===== src/verilog/lcdcd_map.svh =====
// Purpose: constants of the lcd command decoder: opcodes, field positions, reset values, timing
// Assumes: 40 MHz core clock
// Notes: definitions only
`ifndef LCDCD_MAP_SVH
`define LCDCD_MAP_SVH
// ------------------------------------------------------------
// timing
// ------------------------------------------------------------
`define LCDCD_CLK_MHZ 40
`define LCDCD_INIT_NS 1000
// least time, rounded up to whole cycles
`define LCDCD_INIT_CYC ((`LCDCD_INIT_NS * `LCDCD_CLK_MHZ + 999) / 1000)
// ------------------------------------------------------------
// command encodings
// ------------------------------------------------------------
`define LCDCD_OP_DISP 7'h57
`define LCDCD_OP_ADC 7'h50
`define LCDCD_OP_REV 7'h53
`define LCDCD_OP_BIAS 7'h51
`define LCDCD_OP_LINE 2'h1
`define LCDCD_OP_PAGE 4'hB
`define LCDCD_OP_COLH 4'h1
`define LCDCD_OP_COLL 4'h0
`define LCDCD_OP_SWRST 8'hE2
// ------------------------------------------------------------
// limits and status bit positions
// ------------------------------------------------------------
`define LCDCD_PAGE_IND 4'h8
`define LCDCD_COL_LAST 8'h83
`define LCDCD_ST_BUSY 7
`define LCDCD_ST_ADC 6
`define LCDCD_ST_OFF 5
`define LCDCD_ST_RST 4
// ------------------------------------------------------------
// reset values
// ------------------------------------------------------------
`define LCDCD_PWR_INIT 3'h0
`define LCDCD_BIAS_INIT 1'h0
`define LCDCD_LINE_INIT 6'h00
`define LCDCD_COL_INIT 8'h00
`define LCDCD_PAGE_INIT 4'h0
`define LCDCD_VOL_INIT 5'h00
`endif


===== src/verilog/lcdcd_pkg.sv =====
// Purpose: types of the lcd command decoder
// Assumes: nothing
// Notes: constants live in lcdcd_map.svh
package lcdcd_pkg;
  // init sequencer, one-hot
  typedef enum logic [1:0] {
    LCDCD_RUN = 2'b01,
    LCDCD_INIT = 2'b10
  } lcdcd_state_t;
  // every software visible setting
  typedef struct packed {
    logic disp_on;
    logic rev;
    logic adc;
    logic rmw;
    logic [2:0] pwr;
    logic bias;
    logic ind;
    logic [5:0] line;
    logic [7:0] col;
    logic [3:0] page;
    logic ost3;
    logic [4:0] vol;
    logic test;
  } lcdcd_cfg_t;
endpackage


===== src/verilog/lcdcd_fifo_if.sv =====
// Purpose: carrier between decoder and its write buffer
// Assumes: one clock
// Notes: user fills and drains, store is the buffer
`timescale 1ns/100ps
interface lcdcd_fifo_if #(parameter int WIDTH = 20);
  logic in_valid;
  logic in_ready;
  logic [WIDTH-1:0] in_data;
  logic out_valid;
  logic out_ready;
  logic [WIDTH-1:0] out_data;
  modport user (output in_valid, in_data, out_ready, input in_ready, out_valid, out_data);
  modport store (input in_valid, in_data, out_ready, output in_ready, out_valid, out_data);
endinterface


===== src/verilog/lcdcd_fifo.sv =====
// Purpose: write buffer for display data, registered read side
// Assumes: one clock, synchronous active low reset
// Notes: holds DEPTH words plus one in the output register
`timescale 1ns/100ps
module lcdcd_fifo #(
  parameter int WIDTH = 20, // word width
  parameter int DEPTH = 8 // array depth, power of two
) (
  input wire logic clk, // core clock
  input wire logic resetn, // synchronous reset
  input wire logic flush, // drop all words
  lcdcd_fifo_if.store port // both sides
);
  localparam int AW = $clog2(DEPTH);
  logic [WIDTH-1:0] mem [DEPTH]; // storage
  logic [AW-1:0] wp, rp, next_wp, next_rp; // pointers
  logic [AW:0] cnt, next_cnt; // words in the array
  logic ov, next_ov; // output register holds a word
  logic [WIDTH-1:0] od, next_od; // output register
  logic push, load; // array write and array read

  // ------------------------------------------------------------
  // next state
  // ------------------------------------------------------------
  assign port.in_ready = (cnt != (AW+1)'(DEPTH));
  assign port.out_valid = ov;
  assign port.out_data = od;
  always_comb begin
    push = port.in_valid & port.in_ready;
    // refill the output register whenever it is free or being taken
    load = (cnt != '0) & (~ov | port.out_ready);
    next_wp = push ? wp + AW'(1) : wp;
    next_rp = load ? rp + AW'(1) : rp;
    next_cnt = cnt + {{AW{1'b0}}, push} - {{AW{1'b0}}, load};
    next_ov = load | (ov & ~port.out_ready);
    next_od = load ? mem[rp] : od;
  end

  // ------------------------------------------------------------
  // registers
  // ------------------------------------------------------------
  always_ff @(posedge clk) begin
    if (!resetn || flush) begin
      wp <= '0;
      rp <= '0;
      cnt <= '0;
      ov <= 1'b0;
      od <= '0;
    end else begin
      wp <= next_wp;
      rp <= next_rp;
      cnt <= next_cnt;
      ov <= next_ov;
      od <= next_od;
    end
  end
  // storage has no reset, it is only read behind cnt
  always_ff @(posedge clk) begin
    if (push) begin
      mem[wp] <= port.in_data;
    end
  end
endmodule // lcdcd_fifo


===== src/verilog/lcdcd_top.sv =====
// Purpose: host command decoder and reset logic of a dot-matrix lcd driver
// Assumes: host pins synchronous to clk; ram side takes words on ram_we & ram_ready
// Notes: display data reads are not served; data write goes through a 9-word buffer, 8 array words plus the output register
// Operation
// - init pin low clears settings, serial shifter and write buffer, not the data pins
// - init: display off, normal, power zero
// - init selects the variant default bias
// - init: indicator off, line, column, page zero
// - init clears status D3, volume, test
// - init leaves oscillator and bus outputs alone
// - reset command applies items eight to fourteen
// - classify transfer by select and strobes
// - strobe style selects read or write
// - display command sets display from D0
// - start line command loads six bits
// - page command loads 0 to 8
// - column set by two nibble commands
// - column advances per access, page unchanged
// - status read returns busy, rejects when busy
// - segment order bit high when reversed
// - display bit reads high when off
// - reset flag high during initialization
// - data write stores byte then advances
`timescale 1ns/100ps
`include "lcdcd_map.svh"
module lcdcd_top (
  input wire logic clk, // 40 MHz core clock
  input wire logic resetn, // synchronous reset, low active
  input wire logic chip_init_n, // initialization pin, low active
  input wire logic strobe_mode, // 1 enable-strobe style, 0 separate strobes
  input wire logic serial_sel, // 1 serial input selected
  input wire logic cmd_data_select, // 0 command or status, 1 display data
  input wire logic rd_n_en, // read strobe, or enable
  input wire logic wr_n_rw, // write strobe, or read/write
  input wire logic [7:0] bus_din, // data pins, input side
  input wire logic ser_clk, // serial shift clock pin
  input wire logic ser_din, // serial data pin
  input wire logic ram_ready, // display ram takes a word
  output logic [7:0] bus_dout, // data pins, output side
  output logic bus_doe, // data pins driven
  output logic ram_we, // buffered write valid
  output logic [3:0] ram_page, // write page
  output logic [7:0] ram_col, // write column
  output logic [7:0] ram_wdata, // write byte
  output logic display_on, // display enabled
  output logic reverse_display, // inverted display
  output logic adc_reverse, // reversed segment order
  output logic rmw_on, // read-modify-write mode
  output logic [2:0] power_ctrl, // power control field
  output logic bias_sel, // 0 variant default bias
  output logic static_ind, // static indicator on
  output logic [5:0] start_line, // first_common_row line
  output logic out_status_d3, // output status bit D3
  output logic [4:0] volume, // electronic volume
  output logic test_mode, // test mode
  output logic busy // busy flag
);
  localparam lcdcd_pkg::lcdcd_cfg_t CFG_INIT = '{disp_on: 1'b0, rev: 1'b0, adc: 1'b0, rmw: 1'b0,
    pwr: `LCDCD_PWR_INIT, bias: `LCDCD_BIAS_INIT, ind: 1'b0, line: `LCDCD_LINE_INIT,
    col: `LCDCD_COL_INIT, page: `LCDCD_PAGE_INIT, ost3: 1'b0, vol: `LCDCD_VOL_INIT, test: 1'b0};
  localparam logic [7:0] INIT_CYC = 8'(`LCDCD_INIT_CYC);

  lcdcd_fifo_if #(.WIDTH(20)) fif (); // decoder to ram buffer
  lcdcd_pkg::lcdcd_cfg_t cfg, next_cfg; // settings
  lcdcd_pkg::lcdcd_state_t state, next_state; // init sequencer
  logic [7:0] cnt, next_cnt; // init cycles left
  logic rd_q, wr_q, sclk_q; // previous pin levels
  logic [7:0] sh, next_sh; // serial shift register
  logic [2:0] bcnt, next_bcnt; // serial bits taken
  logic [7:0] next_dout; // status byte to drive
  logic next_doe, next_busy; // pin drive, busy copy
  logic busy_now; // commands refused
  logic xfer_ev, xfer_a0; // a write transfer completes
  logic [7:0] xfer_byte; // its byte
  logic cmd_ok, stat_rd; // accepted command, status read active

  // ------------------------------------------------------------
  // buffer instance
  // ------------------------------------------------------------
  // full buffer turns into busy; data writes made while it is full are dropped
  lcdcd_fifo #(.WIDTH(20), .DEPTH(8)) u_fifo (
    .clk(clk),
    .resetn(resetn),
    .flush(~chip_init_n),
    .port(fif)
  );
  assign fif.out_ready = ram_ready;
  assign ram_we = fif.out_valid;
  assign {ram_page, ram_col, ram_wdata} = fif.out_data;

  // ------------------------------------------------------------
  // transfer classification
  // ------------------------------------------------------------
  // pins are sampled synchronously, so edges come from the previous level
  always_comb begin
    busy_now = (state == lcdcd_pkg::LCDCD_INIT) | ~fif.in_ready;
    xfer_ev = 1'b0;
    xfer_a0 = cmd_data_select;
    xfer_byte = bus_din;
    stat_rd = 1'b0;
    if (serial_sel) begin
      // eighth rising shift edge closes the byte, msb came first
      xfer_ev = ~sclk_q & ser_clk & (bcnt == 3'h7);
      xfer_byte = {sh[6:0], ser_din};
    end else if (strobe_mode) begin
      // enable falls with read/write low: write; enable high with it high: read
      xfer_ev = rd_q & ~rd_n_en & ~wr_n_rw;
      stat_rd = rd_n_en & wr_n_rw & ~cmd_data_select;
    end else begin
      // write strobe rises: write; read strobe low: read
      xfer_ev = ~wr_q & wr_n_rw;
      stat_rd = ~rd_n_en & ~cmd_data_select;
    end
    cmd_ok = xfer_ev & ~xfer_a0 & ~busy_now;
  end

  // ------------------------------------------------------------
  // serial shift and pin history
  // ------------------------------------------------------------
  always_comb begin
    next_sh = sh;
    next_bcnt = bcnt;
    if (!chip_init_n) begin
      next_sh = 8'h00;
      next_bcnt = 3'h0;
    end else if (serial_sel && !sclk_q && ser_clk) begin
      next_sh = {sh[6:0], ser_din};
      next_bcnt = bcnt + 3'h1;
    end
  end
  always_ff @(posedge clk) begin
    if (!resetn) begin
      sh <= 8'h00;
      bcnt <= 3'h0;
      rd_q <= 1'b1;
      wr_q <= 1'b1;
      sclk_q <= 1'b0;
    end else begin
      sh <= next_sh;
      bcnt <= next_bcnt;
      rd_q <= rd_n_en;
      wr_q <= wr_n_rw;
      sclk_q <= ser_clk;
    end
  end

  // ------------------------------------------------------------
  // command execution and init sequencer
  // ------------------------------------------------------------
  always_comb begin
    next_cfg = cfg;
    next_state = state;
    next_cnt = cnt;
    fif.in_valid = 1'b0;
    fif.in_data = {cfg.page, cfg.col, xfer_byte};
    if (cfg.page == `LCDCD_PAGE_IND) begin
      fif.in_data = {cfg.page, cfg.col, 7'h00, xfer_byte[0]};
    end
    if (!chip_init_n) begin
      // settings back to defaults, held while the pin stays low
      next_cfg = CFG_INIT;
      next_state = lcdcd_pkg::LCDCD_INIT;
      next_cnt = INIT_CYC;
    end else begin
      case (state)
        lcdcd_pkg::LCDCD_INIT: begin
          // internal timing only, no host clock involved
          next_cnt = cnt - 8'h01;
          if (cnt <= 8'h01) begin
            next_state = lcdcd_pkg::LCDCD_RUN;
          end
        end
        lcdcd_pkg::LCDCD_RUN: begin
          if (xfer_ev && xfer_a0 && !busy_now) begin
            // data: store at page and column, then step the column
            fif.in_valid = 1'b1;
            if (cfg.col < `LCDCD_COL_LAST) begin
              next_cfg.col = cfg.col + 8'h01;
            end
          end else if (cmd_ok) begin
            if (xfer_byte[7:1] == `LCDCD_OP_DISP) begin
              next_cfg.disp_on = xfer_byte[0];
            end else if (xfer_byte[7:1] == `LCDCD_OP_ADC) begin
              next_cfg.adc = xfer_byte[0];
            end else if (xfer_byte[7:1] == `LCDCD_OP_REV) begin
              next_cfg.rev = xfer_byte[0];
            end else if (xfer_byte[7:1] == `LCDCD_OP_BIAS) begin
              next_cfg.bias = xfer_byte[0];
            end else if (xfer_byte == `LCDCD_OP_SWRST) begin
              // only items eight to fourteen; display, power, bias kept
              next_cfg.ind = CFG_INIT.ind;
              next_cfg.line = CFG_INIT.line;
              next_cfg.col = CFG_INIT.col;
              next_cfg.page = CFG_INIT.page;
              next_cfg.ost3 = CFG_INIT.ost3;
              next_cfg.vol = CFG_INIT.vol;
              next_cfg.test = CFG_INIT.test;
              next_state = lcdcd_pkg::LCDCD_INIT;
              next_cnt = INIT_CYC;
            end else if (xfer_byte[7:6] == `LCDCD_OP_LINE) begin
              next_cfg.line = xfer_byte[5:0];
            end else if (xfer_byte[7:4] == `LCDCD_OP_PAGE) begin
              // pages above the indicator page are ignored
              if (xfer_byte[3:0] <= `LCDCD_PAGE_IND) begin
                next_cfg.page = xfer_byte[3:0];
              end
            end else if (xfer_byte[7:4] == `LCDCD_OP_COLH) begin
              next_cfg.col = {xfer_byte[3:0], cfg.col[3:0]};
            end else if (xfer_byte[7:4] == `LCDCD_OP_COLL) begin
              next_cfg.col = {cfg.col[7:4], xfer_byte[3:0]};
            end
            // any other byte falls through untouched
          end
        end
        default: begin
          next_state = lcdcd_pkg::LCDCD_INIT;
          next_cnt = INIT_CYC;
        end
      endcase
    end
  end

  // ------------------------------------------------------------
  // status read path
  // ------------------------------------------------------------
  // the init pin does not touch the data pins, only resetn does
  always_comb begin
    next_doe = stat_rd & ~serial_sel;
    next_dout = bus_dout;
    next_busy = next_state == lcdcd_pkg::LCDCD_INIT;
    if (stat_rd && !serial_sel) begin
      next_dout = 8'h00;
      next_dout[`LCDCD_ST_BUSY] = busy_now;
      next_dout[`LCDCD_ST_ADC] = cfg.adc;
      next_dout[`LCDCD_ST_OFF] = ~cfg.disp_on;
      next_dout[`LCDCD_ST_RST] = state == lcdcd_pkg::LCDCD_INIT;
    end
  end

  // ------------------------------------------------------------
  // registers
  // ------------------------------------------------------------
  always_ff @(posedge clk) begin
    if (!resetn) begin
      cfg <= CFG_INIT;
      state <= lcdcd_pkg::LCDCD_INIT;
      cnt <= INIT_CYC;
      bus_dout <= 8'h00;
      bus_doe <= 1'b0;
      busy <= 1'b1;
    end else begin
      cfg <= next_cfg;
      state <= next_state;
      cnt <= next_cnt;
      bus_dout <= next_dout;
      bus_doe <= next_doe;
      busy <= next_busy | ~fif.in_ready;
    end
  end
  assign display_on = cfg.disp_on;
  assign reverse_display = cfg.rev;
  assign adc_reverse = cfg.adc;
  assign rmw_on = cfg.rmw;
  assign power_ctrl = cfg.pwr;
  assign bias_sel = cfg.bias;
  assign static_ind = cfg.ind;
  assign start_line = cfg.line;
  assign out_status_d3 = cfg.ost3;
  assign volume = cfg.vol;
  assign test_mode = cfg.test;

  // ------------------------------------------------------------
  // assertions
  // ------------------------------------------------------------
  localparam int A_INIT_MAX = `LCDCD_INIT_CYC + 2;
endmodule // lcdcd_top


===== config.mk =====
export PLATFORM = sky130hd
export DESIGN_NAME = lcdcd_top
export DESIGN_NICKNAME = d
export VERILOG_FILES = /design/src/verilog/lcdcd_pkg.sv /design/src/verilog/lcdcd_fifo_if.sv /design/src/verilog/lcdcd_fifo.sv /design/src/verilog/lcdcd_top.sv
export VERILOG_INCLUDE_DIRS = /design/src /design/src/verilog
export SDC_FILE = /design/constraint.sdc
export NUM_CORES = 1
export LEC_CHECK = 0
export BUFFER_PORTS_ARGS = -buffer_cell sky130_fd_sc_hd__buf_2
export CAP_MARGIN = 20
export CORE_ASPECT_RATIO = 1.4
export CORE_UTILIZATION = 50
export CTS_BUF_LIST = sky130_fd_sc_hd__clkbuf_16
export CTS_CLUSTER_DIAMETER = 150
export DETAILED_ROUTE_END_ITERATION = 8
export PLACE_DENSITY = 0.71
export SYNTH_ARGS = -nofsm -noshare
export SYNTH_HDL_FRONTEND = slang
export SYNTH_SLANG_ARGS = --single-unit

===== constraint.sdc =====
create_clock -name clk -period 4.24 [get_ports clk]
set_clock_uncertainty 0.15 [all_clocks]
set_input_delay 1.06 -clock clk [delete_from_list [all_inputs] [get_ports clk]]
set_output_delay 1.06 -clock clk [all_outputs]
set_load 0.005 [all_outputs]

* Word level (Yosys, flattened, before mapping)
Memories as Yosys holds them, arrays and structs flattened. A register that Yosys moved wholly into a read port is not among the register bits.
Index checks and enable logic that the tools add are counted.
** Storage, ports and cells
- Register bits :: 62
- Bits in writable memories :: 160
- Bits of input ports :: 19
- Output and inout bits :: 53
- Logic and storage cells :: 170
- Memories :: 1
** Memory list
- u_fifo.mem :: depth 8, bits a word 20, read ports 1, clocked after memory_dff 1, wr ports 1, RTL line lcdcd_fifo.sv:15 : logic [WIDTH-1:0] mem [DEPTH];
** Operators by class
- $add $sub $neg :: 7
- Order comparisons :: 3
- Equality and inequality tests :: 30
- Multiplexer cells :: 44
- Bitwise operators :: 35
- Reductions and logical operators :: 28
** Operators with widths (count)
- two-way mux 8 bit :: 13
- two-way mux 19 bit :: 5
- == test 7 bit (second input constant) :: 4
- inequality test 2 bit (second input constant) :: 12
- AND reduction 10 bit :: 2
- two-way mux 18 bit :: 1
- two-way mux 2 bit :: 9
- NOT 1 bit :: 17
- one-hot mux 8 bit (2 select lines) :: 1
- bitwise AND 1 bit :: 14
- AND reduction 7 bit :: 2
- two-way mux 12 bit :: 1
- two-way mux 4 bit :: 3
- AND reduction 11 bit :: 1
- adder 3 x 1 -> 3 bit (second input constant) :: 3
- two-way mux 1 bit :: 9
- inequality test 3 bit (second input constant) :: 3
- adder 8 x 1 -> 8 bit (second input constant) :: 1
- == test 4 bit (second input constant) :: 2
- == test 8 bit (second input constant) :: 1
- <= comparator 8 x 1 -> 1 bit (second input constant) :: 1
- less-than comparator 8 bit (second input constant) :: 1
- AND reduction 8 bit :: 1
- nonzero test 2 bit :: 4
- 23 further kinds :: 36

* Depth between registers and ports, before layout
Gate-level depths: netlist of run 1.
- Depth in word-level cells :: 13
- Mapped depth :: 11
- Mapped depth without buffers :: 11

* Modules after synthesis
A second synthesis of run 1 with hierarchy kept.
** Unflattened totals
- Cells, all modules :: 768
- Area total of the unflattened synthesis :: 10329.9 um2
** By module, submodules not included
- lcdcd_fifo :: times used 1, cells an instance 418, area each 7310.8 um2, seq. area each 5425.2 um2
- lcdcd_top :: times used 1, cells an instance 350, area each 3019.1 um2, seq. area each 1021.0 um2

* Worst setup path before layout of run 1
OpenSTA, ideal clock, no wires.
- Kind :: input-to-reg
- Start :: in serial_sel
- End :: mem u_fifo.mem[2][0], enable pin
- Library setup time :: 0.427 ns
- Arrival time :: 3.830 ns
- Required time :: 3.663 ns
- Setup slack :: -0.167 ns
- Stages on the path :: 6
- Path buffers :: 2
- Path through :: buf_6 buf_4 o21bai_2 a21o_1 or3_1 nor3b_1
** Between the ends
- Cells in the longest elaborated chain, start to end :: 9
** Ends and longest elaborated chain
- start: declaration :: RTL line lcdcd_top.sv:31 : input wire logic serial_sel,
- two-way mux 1 bit :: RTL line lcdcd_top.sv:101 : if (serial_sel) begin
- logical AND 1 bit (2 in series) :: RTL line lcdcd_top.sv:174 : if (xfer_ev && xfer_a0 && !busy_now) begin
- two-way mux 1 bit :: RTL line lcdcd_top.sv:174
- two-way mux 1 bit :: RTL line lcdcd_top.sv:165 : case (state)
- two-way mux 1 bit :: RTL line lcdcd_top.sv:159 : if (!chip_init_n) begin
- bitwise AND 1 bit :: RTL line lcdcd_fifo.sv:29 : push = port.in_valid & port.in_ready;
- two-way mux 1 bit :: RTL line lcdcd_fifo.sv:59 : if (push) begin
- two-way mux 1 bit (implied by the code) :: RTL line lcdcd_fifo.sv:60 : mem[wp] <= port.in_data;
- end: declaration :: RTL line lcdcd_fifo.sv:15
Every way passes these cells.

* Worst setup path after layout of run 1
- Start :: in serial_sel
- End :: mem u_fifo.mem[4][7], enable pin
Same word-level chain as after synthesis.

==> flow_summary.toml, run 1 <==
[grt]
grt_usage_pct = 20.6
grt_max_degree = 44
use_met2_pct = 36.0
grt_first_pass_wirelength_um = 33400
grt_antenna_before_repair = 0
grt.met1_usage_pct = 24.8
use_met3_pct = 2.79
grt.busiest_layer = "met2"
overflow = 0
grt_pass1_vias = 6413

[cts]
cts.sinks = 242
numCtsBuffers = 23
htreeDepth = 1
post_cts_buffers = 0
cts_hold_buf = 0
clk_latency_ps = 510
clk_path_buf_depth = 3
cts_resized = 0
path_clk_slew_ps = 60
cts_tree = "yes"
root_buffer = "clkbuf_16"

[min_path]
hold_end = "bias_sel"
hold_depth = 2
min-delay-start = "bias_sel"
min_path_type = "flop to flop"

[synthesis]
synth.cell_area_um2 = 10300
synthArstFlopShare_pct = 0
synth_area_leaders = "edfxtp_1 (47%), dfxtp_1 (16%), mux4_2 (8.8%)"
syn_inst = 720
synth_top_area_cell = "edfxtp_1"
seq_area_frac_synth_pct = 62.9
synth_cell_types = 72
yosys-top-cells-count = "edfxtp_1 (160), dfxtp_1 (82), nor2_1 (61)"
syn_avg_cell_area_um2 = 14.2
synthMostInstantiatedCell = "edfxtp_1"
ys_ff_latch = 242
synth_top_area_share_pct = 46.9
yosys_warnings = 0
synth_edf_count = 160
synthFlopType = "edfxtp_1"

[timing]
timing.hold.ws_ps = 312
max-slew-margin-rel_pct = 49.4
worstMarginPinSlew_ps = 738
max_freq_mhz = 316
setup_viol = 0
setup_tns_ps = 0
period_minus_slack_ps = 3170
rsz0062_at_grt = "no"
hold_viol = 0
fin_crit_sh_pct = 74.7
slew_viol_final = 0

[die]
fp.dieH_um = 171
std_cell_rows = 61
design.core.area_um2 = 20000
initial_utilization_pct = 51.3
fp.dieW_um = 123
die-area_um2 = 21100
io_pins = 72

[worst_setup_path]
r2r_start = "bcnt[0]"
cp-start-kind = "primary input"
crit_type = "primary input to flop"
worstPathRequired_ps = 4270
cp-end-kind = "flop"
r2r_slack_ps = 1350
crit_path_max_incr_delay_ps = 510
path_cells = "buf_2, buf_4, o21bai_2, a21o_1, or3_1, nor3b_2, buf_4"
cpMostUsedCell = "buf_4"
crit_fanout = 26
worst_ep_arrival_time_ps = 3200
r2r_cells = 7
crit_family = "buffers and inverters"
slowest_stage = "or3_1"
crit_buf_inv = 3
worstReg2RegEnd = "u_fifo.mem[4][7]"

[place]
io_buffer_count = 55
gp_congestion = 0.879
hpwl_um = 14300

[power]
leakage_nw = 3.86
p_total_mw = 5.75
powerDensity_nw_per_um2 = 500
ir_drop_mv = 0.324

[layout]
layout-drive-gt1-share_pct = 22.2
fillers = 1514
antennaDiodeCount = 0
finalNetCount = 813
post-route-util_pct = 57.6
area_growth_pct = 12.3
regArea_um2 = 6450
multi_input_area_um2 = 3520

[drt]
drtAntennaViolNets = 0
drt_wl_total_um = 20400
vias_per_cell = 5.91
drt_first_pass_iters = 5
first_iter_violations = 578
num_vias = 6182
wl_per_cell_um = 19.5
drc = 0

[outcome]
outcome = "complete, no violations"

[run]
max-cap-violations = 0
==> cell type report <==
type | instances | share of cell area, %
Multi-Input combinational cell | 420 | 30.6
Clock inverter | 17 | 1.28
Timing Repair Buffer | 73 | 3.56
Sequential cell | 242 | 56.0
Clock buffer | 24 | 5.22
Inverter | 18 | 0.587
Tap cell | 252 | 2.74
==> through the flow <==
stage	setup slack, ps	instances	cell area [µm²]
after detailed placement	569	1005	10800
final	1070	1046	11500
after global routing	810	1046	11500
after global placement	676	1005	10800
after CTS	1110	1046	11500
after floorplan	17.0	735	10300
==> per-layer routing <==
layer,wire length [µm],vias to the layer above
met5,0,-
met4,811,0
met3,979,61
met2,10600,199
met1,8070,3061
li1,-,2861
==> sequential cells by signal (all words and copies together), names as in the netlist <==
register and flops:
u_fifo.mem 160, u_fifo.port.out_data 20, cfg 12, cnt 8
sh 7, start_line 6, bus_dout 4, u_fifo.cnt 4
bcnt 3, u_fifo.rp 3, u_fifo.wp 3, state 2
adc_reverse 1, bias_sel 1, bus_doe 1, busy 1
display_on 1, rd_q 1, reverse_display 1, sclk_q 1
u_fifo.port.out_valid 1, wr_q 1
==> where the power goes <==
group	total (mW)	switching, mW	leakage, nW	internal, mW
logic	1.06	0.578	1.50	0.482
clock network	2.02	0.860	0.376	1.16
registers	2.67	0.0868	1.98	2.59
total	5.75	1.53	3.86	4.23
==> kinds of logic after synthesis <==
family                   count (synthesis)  share of synthesized area, %
multiplexers                            83                          13.0
AO/OA/AOI/OAI                          123                          8.51
XOR/XNOR                                12                          1.03
flip-flops                             242                          62.9
AND/OR/NAND/NOR                        170                          8.76
buffers and inverters                   73                          3.73
adder cells (fa/ha/maj)                 16                          2.03
other                                    1                        0.0366
==> layout by cell type (no fill, tap or decap), types with 4 or more instances in the layout <==
cell	n
mux4_2	40
mux2i_1	39
a21o_1	5
nand2_1	25
o21ai_0	16
conb_1	16
xnor2_1	7
a32oi_1	5
nor2b_1	4
nand2b_1	6
a31oi_1	6
inv_1	22
ha_1	15
mux2_2	4
buf_2	55
clkbuf_16	24
or3_1	4
xor2_1	5
buf_4	18
nor2_1	61
a211oi_1	31
edfxtp_1	160
a21oi_1	25
and2_1	5
dfxtp_1	81
nor3b_1	4
and3_1	4
nor3_1	4
o31ai_1	4
nand3b_1	6
nor3b_2	4
nand3_1	15
==> worst register-to-register path, stage by stage (launching register included) <==
cell	delay (ps)
dfxtp_1	360
ha_1	170
ha_1	210
nand4b_2	270
a21o_1	340
or3_1	510
nor3b_2	200
buf_4	330
==> worst max path at each step <==
stage                          start                to  slack, ps  cells after the start
after floorplan           serial_sel  u_fifo.mem[1][0]         20                      7
after global placement    serial_sel  u_fifo.mem[4][4]        680                      7
after detailed placement  serial_sel  u_fifo.mem[4][4]        570                      7
after CTS                 serial_sel  u_fifo.mem[5][7]       1110                      8
after global routing      serial_sel            cnt[0]        810                      7
final                     serial_sel  u_fifo.mem[4][7]       1070                      7
(Power assumes the default switching activity.)
==> run 2: changes to the inputs <==
--- a/config.mk
+++ b/config.mk
@@ -6,6 +6,7 @@
 export SDC_FILE = /design/constraint.sdc
 export NUM_CORES = 1
 export LEC_CHECK = 0
+export ABC_AREA = 1
 export BUFFER_PORTS_ARGS = -buffer_cell sky130_fd_sc_hd__buf_2
 export CAP_MARGIN = 20
 export CORE_ASPECT_RATIO = 1.4
@@ -13,7 +14,7 @@
 export CTS_BUF_LIST = sky130_fd_sc_hd__clkbuf_16
 export CTS_CLUSTER_DIAMETER = 150
 export DETAILED_ROUTE_END_ITERATION = 8
-export PLACE_DENSITY = 0.71
+export PLACE_DENSITY = 0.68
 export SYNTH_ARGS = -nofsm -noshare
 export SYNTH_HDL_FRONTEND = slang
 export SYNTH_SLANG_ARGS = --single-unit
==> constraint.sdc (replaced) <==
create_clock -name clk -period 3.1 [get_ports clk]
set_clock_uncertainty 0.15 [all_clocks]
set_input_delay 0.775 -clock clk [delete_from_list [all_inputs] [get_ports clk]]
set_output_delay 0.775 -clock clk [all_outputs]
set_load 0.005 [all_outputs]
==> run 2 against run 1 <==
Register-to-register slack got worse by 770 ps. Wire length rose by 11%. Critical path depth rose by 3. Non-clock buffer count rose by 17. Synthesized cell count rose by 37%. Final cell count rose by 26%. Via count rose by 17%. Count of clock-buffer cells in the layout fell by 1. Global-route usage rose by 2.1 points. Worst setup slack got worse by 490 ps. Sequential power rose by 35%. Largest power group unchanged.
==> flow_summary.toml, run 2 <==
[synthesis]
synth_cell_types = 43
synth_edf_count = 160
synth.cell_area_um2 = 10300
ys_ff_latch = 242
syn_avg_cell_area_um2 = 10.5
yosys_warnings = 0
synthArstFlopShare_pct = 0
synthMostInstantiatedCell = "nor2_1"
synth_top_area_cell = "edfxtp_1"
seq_area_frac_synth_pct = 62.4
yosys-top-cells-count = "nor2_1 (169), edfxtp_1 (160), nand2_1 (119)"
synth_top_area_share_pct = 46.5
synth_area_leaders = "edfxtp_1 (47%), dfxtp_1 (16%), nor2_1 (6.1%)"
syn_inst = 985
synthFlopType = "edfxtp_1"

[cts]
clk_path_buf_depth = 3
cts_resized = 0
numCtsBuffers = 23
clk_latency_ps = 500
root_buffer = "clkbuf_16"
cts.sinks = 242
path_clk_slew_ps = 60
htreeDepth = 1
post_cts_buffers = 0
cts_hold_buf = 0
cts_tree = "yes"

[layout]
stdcell_count = 1316
final_common_cell = "nor2_1"
final_cell_mix = "nor2_1 (169), edfxtp_1 (160), nand2_1 (119), dfxtp_1 (80), o21ai_0 (73)"
layout-drive-gt1-share_pct = 15.9
largest_reg_flops = 160
area_growth_pct = 14.4
antennaDiodeCount = 0
finalNetCount = 1083
largest_register = "u_fifo.mem"

[timing]
rsz0062_at_grt = "no"
max_freq_mhz = 397
period_minus_slack_ps = 2520
setup_tns_ps = 0
max-slew-margin-rel_pct = 37.6
worstMarginPinSlew_ps = 936
setup_viol = 0
fin_crit_sh_pct = 81.3
hold_viol = 0
slew_viol_final = 0

[grt]
grt_antenna_before_repair = 0
grt_first_pass_wirelength_um = 37000
grt_pass1_vias = 7195
grt.met1_usage_pct = 27.6
grt_max_degree = 82
use_met3_pct = 2.61
use_met2_pct = 41.5
overflow = 0
grt.busiest_layer = "met2"
grt_usage_pct = 22.7

[power]
leakage_nw = 4.52
powerDensity_nw_per_um2 = 679
p_total_mw = 8.02
ir_drop_mv = 0.598

[place]
dp_cells = 1275
gp_congestion = 0.919
io_buffer_count = 55
hpwl_um = 14700

[die]
die-area_um2 = 21200
initial_utilization_pct = 51.4
fp.dieW_um = 123
std_cell_rows = 61
design.core.area_um2 = 20100
io_pins = 72
fp.dieH_um = 172

[drt]
first_iter_violations = 505
drc = 0
drt_first_pass_iters = 5
drt_wl_total_um = 22700
drtAntennaViolNets = 0
num_vias = 7229
vias_per_cell = 5.49
wl_per_cell_um = 17.3

[worst_setup_path]
cp-end-kind = "flop"
worst_ep_arrival_time_ps = 2570
r2r_slack_ps = 580
r2r_cells = 10
worstPathRequired_ps = 3150
cp-start-kind = "flop"
crit_type = "flop to flop"
crit_fanout = 20

[min_path]
min_path_type = "flop to flop"
hold_depth = 2

[outcome]
outcome = "complete, no violations"

[run]
max-cap-violations = 0
run 2: per-stage QoR:
step	utilization [%]	hold WS (ps)	area (µm²)	setup slack [ps]
after global routing	58.8	331	11800	335
after floorplan	-	284	10400	-491
final	58.8	310	11800	579
after CTS	58.8	313	11800	556
after global placement	55.0	298	11000	221
after detailed placement	55.0	303	11000	171
run 2: per-layer routing:
layer	part of all wire, %	up-vias	routed length [µm]
met5	0	-	0
met3	5.0	36	1130
li1	-	3549	-
met4	2.5	0	564
met2	53	218	12000
met1	40	3426	9090
run 2: power breakdown:
| part | total (mW) | internal (mW) | switching (mW) |
|---|---|---|---|
| Clock | 2.84 | 1.69 | 1.15 |
| Sequential | 3.61 | 3.52 | 0.0861 |
| Combinational | 1.57 | 0.555 | 1.01 |
run 2: logic make-up after synthesis:
family | after synthesis | synth area share (%)
AND/OR/NAND/NOR | 366 | 15.2
flip-flops | 242 | 62.4
AO/OA/AOI/OAI | 200 | 12.0
buffers and inverters | 135 | 5.99
multiplexers | 20 | 1.94
adder cells (fa/ha/maj) | 16 | 2.01
XOR/XNOR | 5 | 0.424
other | 1 | 0.0363
run 2: path summary, 6_finish.rpt:
path                                  from                        to
hold reg to reg   u_fifo.port.out_data[11]  u_fifo.port.out_data[11]
hold / removal    u_fifo.port.out_data[11]  u_fifo.port.out_data[11]
setup / recovery                   bcnt[0]         u_fifo.mem[0][15]
setup reg to reg                   bcnt[0]         u_fifo.mem[0][15]
run 2: final cells by class:
| type | count | area (µm²) |
|---|---|---|
| Clock buffer | 23 | 576 |
| Clock inverter | 18 | 195 |
| Fill cell | 1729 | 8260 |
| Inverter | 68 | 256 |
| Multi-Input combinational cell | 623 | 3380 |
| Sequential cell | 242 | 6450 |
| Tap cell | 252 | 315 |
| Timing Repair Buffer | 90 | 638 |
run 2: worst max-delay path: stages, from the launching register on:
cell and delay (ps):
dfxtp_1 330, ha_1 150, ha_1 200, nand3_1 110, nand2_1 110, nand4_1 140
nor2_2 180, inv_1 100, or2_1 310, nor3_2 210, buf_12 230
==> run 3: changes to the inputs <==
--- a/config.mk
+++ b/config.mk
@@ -6,7 +6,7 @@
 export SDC_FILE = /design/constraint.sdc
 export NUM_CORES = 1
 export LEC_CHECK = 0
-export ABC_AREA = 1
+export ABC_AREA = 0
 export BUFFER_PORTS_ARGS = -buffer_cell sky130_fd_sc_hd__buf_2
 export CAP_MARGIN = 20
 export CORE_ASPECT_RATIO = 1.4
@@ -14,7 +14,7 @@
 export CTS_BUF_LIST = sky130_fd_sc_hd__clkbuf_16
 export CTS_CLUSTER_DIAMETER = 150
 export DETAILED_ROUTE_END_ITERATION = 8
-export PLACE_DENSITY = 0.68
+export PLACE_DENSITY = 0.71
 export SYNTH_ARGS = -nofsm -noshare
 export SYNTH_HDL_FRONTEND = slang
 export SYNTH_SLANG_ARGS = --single-unit
==> constraint.sdc (replaced) <==
create_clock -name clk -period 2.25 [get_ports clk]
set_clock_uncertainty 0.15 [all_clocks]
set_input_delay 0.5625 -clock clk [delete_from_list [all_inputs] [get_ports clk]]
set_output_delay 0.5625 -clock clk [all_outputs]
set_load 0.005 [all_outputs]
==> run 3 against run 2 <==
The run now ends with setup timing left. Worst setup slack got worse by 780 ps. Largest cell class unchanged. Count of clock-buffer cells in the layout is the same. Highest routed layer unchanged. Register-to-register slack lost 780 ps. Final cell count is 12% lower. Critical path depth shrank 1.
==> flow_summary.toml, run 3 (synthesized netlist as in run 1, its figures left out) <==
[outcome]
outcome = "finished with violations"
violations = "setup timing"

[timing]
period_minus_slack_ps = 2450
timing.hold.ws_ps = 180
rsz0062_at_grt = "yes"
setup_tns_ps = -20520
fin_crit_sh_pct = 109
finalWorstSetupSlack_ps = -203
hold_viol = 0
worstMarginPinSlew_ps = 553
setup_viol = 179
max-slew-margin-rel_pct = 63.1
slew_viol_final = 0
max_freq_mhz = 408

[cts]
htreeDepth = 1
path_clk_slew_ps = 70
root_buffer = "clkbuf_16"
cts_hold_buf = 0
cts_tree = "yes"
clk_path_buf_depth = 3
numCtsBuffers = 23
cts.sinks = 242
clk_latency_ps = 510

[die]
fp.dieH_um = 171
std_cell_rows = 61
fp.dieW_um = 123
die-area_um2 = 21100
io_pins = 72
initial_utilization_pct = 51.3
design.core.area_um2 = 20000

[place]
place_area_um2 = 11600
dp_cells = 1085
gp_congestion = 0.877
hpwl_um = 14600
io_buffer_count = 55

[layout]
final_cell_mix = "edfxtp_1 (160), buf_4 (86), dfxtp_1 (80), nor2_1 (57), buf_2 (55)"
largest_reg_flops = 160
final_common_cell = "edfxtp_1"
design_area_um2 = 13200
layout-drive-gt1-share_pct = 37.7
largest_register = "u_fifo.mem"
stdcell_count = 1154
fillers = 1382
antennaDiodeCount = 0
finalNetCount = 921
area_growth_pct = 28.8
post-route-util_pct = 66.0

[drt]
num_vias = 6717
drc = 0
drtAntennaViolNets = 0
first_iter_violations = 444
drt_first_pass_iters = 4
drt_wl_total_um = 24200
vias_per_cell = 5.82
wl_per_cell_um = 21.0

[worst_setup_path]
crit_type = "flop to flop"
crit_fanout = 10
cp-end-kind = "flop"
worst_ep_arrival_time_ps = 2520
cp-start-kind = "flop"
r2r_slack_ps = -200
worstPathRequired_ps = 2310

[grt]
grt_antenna_before_repair = 0
grt_pass1_vias = 6954
grt_max_degree = 44
grt_first_pass_wirelength_um = 37400
grt_usage_pct = 23.6
overflow = 0

[power]
ir_drop_mv = 0.699
power_frac_comb_pct = 21.4
seq_power_share_pct = 43.3
p_int_mw = 8.49
power.net_switching_mw = 3.01
leakage_nw = 4.59
p_clk_share_pct = 35.3
powerDensity_nw_per_um2 = 871
swShare_pct = 26.2

[min_path]
min_path_type = "primary input to flop"

[run]
max-cap-violations = 0
## run 3: cell type report
type | count | area, µm² | area share (%)
Sequential cell | 242 | 6450 | 48.8
Multi-Input combinational cell | 420 | 3990 | 30.2
Timing Repair Buffer | 181 | 1590 | 12.0
Clock buffer | 23 | 576 | 4.36
Tap cell | 252 | 315 | 2.39
Clock inverter | 18 | 215 | 1.63
Inverter | 18 | 67.6 | 0.512
## run 3: worst paths after layout
| check | from | cells past startpoint | endpoint |
|---|---|---|---|
| max | u_fifo.cnt[2] | 9 | u_fifo.mem[2][6] |
| min | rd_n_en | 2 | rd_q |
| max reg2reg | u_fifo.cnt[2] | 9 | u_fifo.mem[2][6] |
| min reg2reg | cnt[7] | 2 | cnt[7] |
## run 3: worst max-delay path, stage by stage (launching register included)
cell,delay (ps)
dfxtp_2,340
inv_2,50
ha_4,150
or3b_4,260
nand3_4,80
a21o_4,220
or3_4,400
nor3b_4,200
buf_6,150
buf_12,150
## run 3: through the flow
| stage | setup WS (ps) | power [mW] |
|---|---|---|
| floorplan | -542 | 6.76 |
| detailed placement | -490 | 7.35 |
| global route | -249 | 12.0 |
| finish | -203 | 11.5 |
| global placement | -412 | 7.27 |
| CTS | -154 | 11.5 |
## run 3: metal layers
layer | routed length (µm) | vias to the layer above | global-route usage (%)
met2 | 13300 | 213 | 44.9
met4 | 821 | 0 | 9.38
met5 | 0 | - | 0
met3 | 1040 | 60 | 2.42
met1 | 9060 | 3353 | 26.6
li1 | - | 3091 | -
## run 3: what timing repair did
| action | in CTS | in global routing |
|---|---|---|
| resized for setup | 53 | 38 |
| setup buffers | 12 | 9 |
| pin swaps | 15 | 27 |
| endpoints found under the setup margin | 188 | 187 |
| gates cloned | 5 | 6 |
## run 3: power groups by stage
| stage | Sequential [mW] | Combinational, mW | Clock (mW) |
|---|---|---|---|
| final | 4.98 | 2.46 | 4.06 |
| after floorplan | 5.07 | 1.69 | 0 |
| after CTS | 4.98 | 2.44 | 4.09 |
| after detailed placement | 5.07 | 2.28 | 0 |
| after global placement | 5.05 | 2.22 | 0 |
| after global routing | 5.00 | 2.72 | 4.29 |
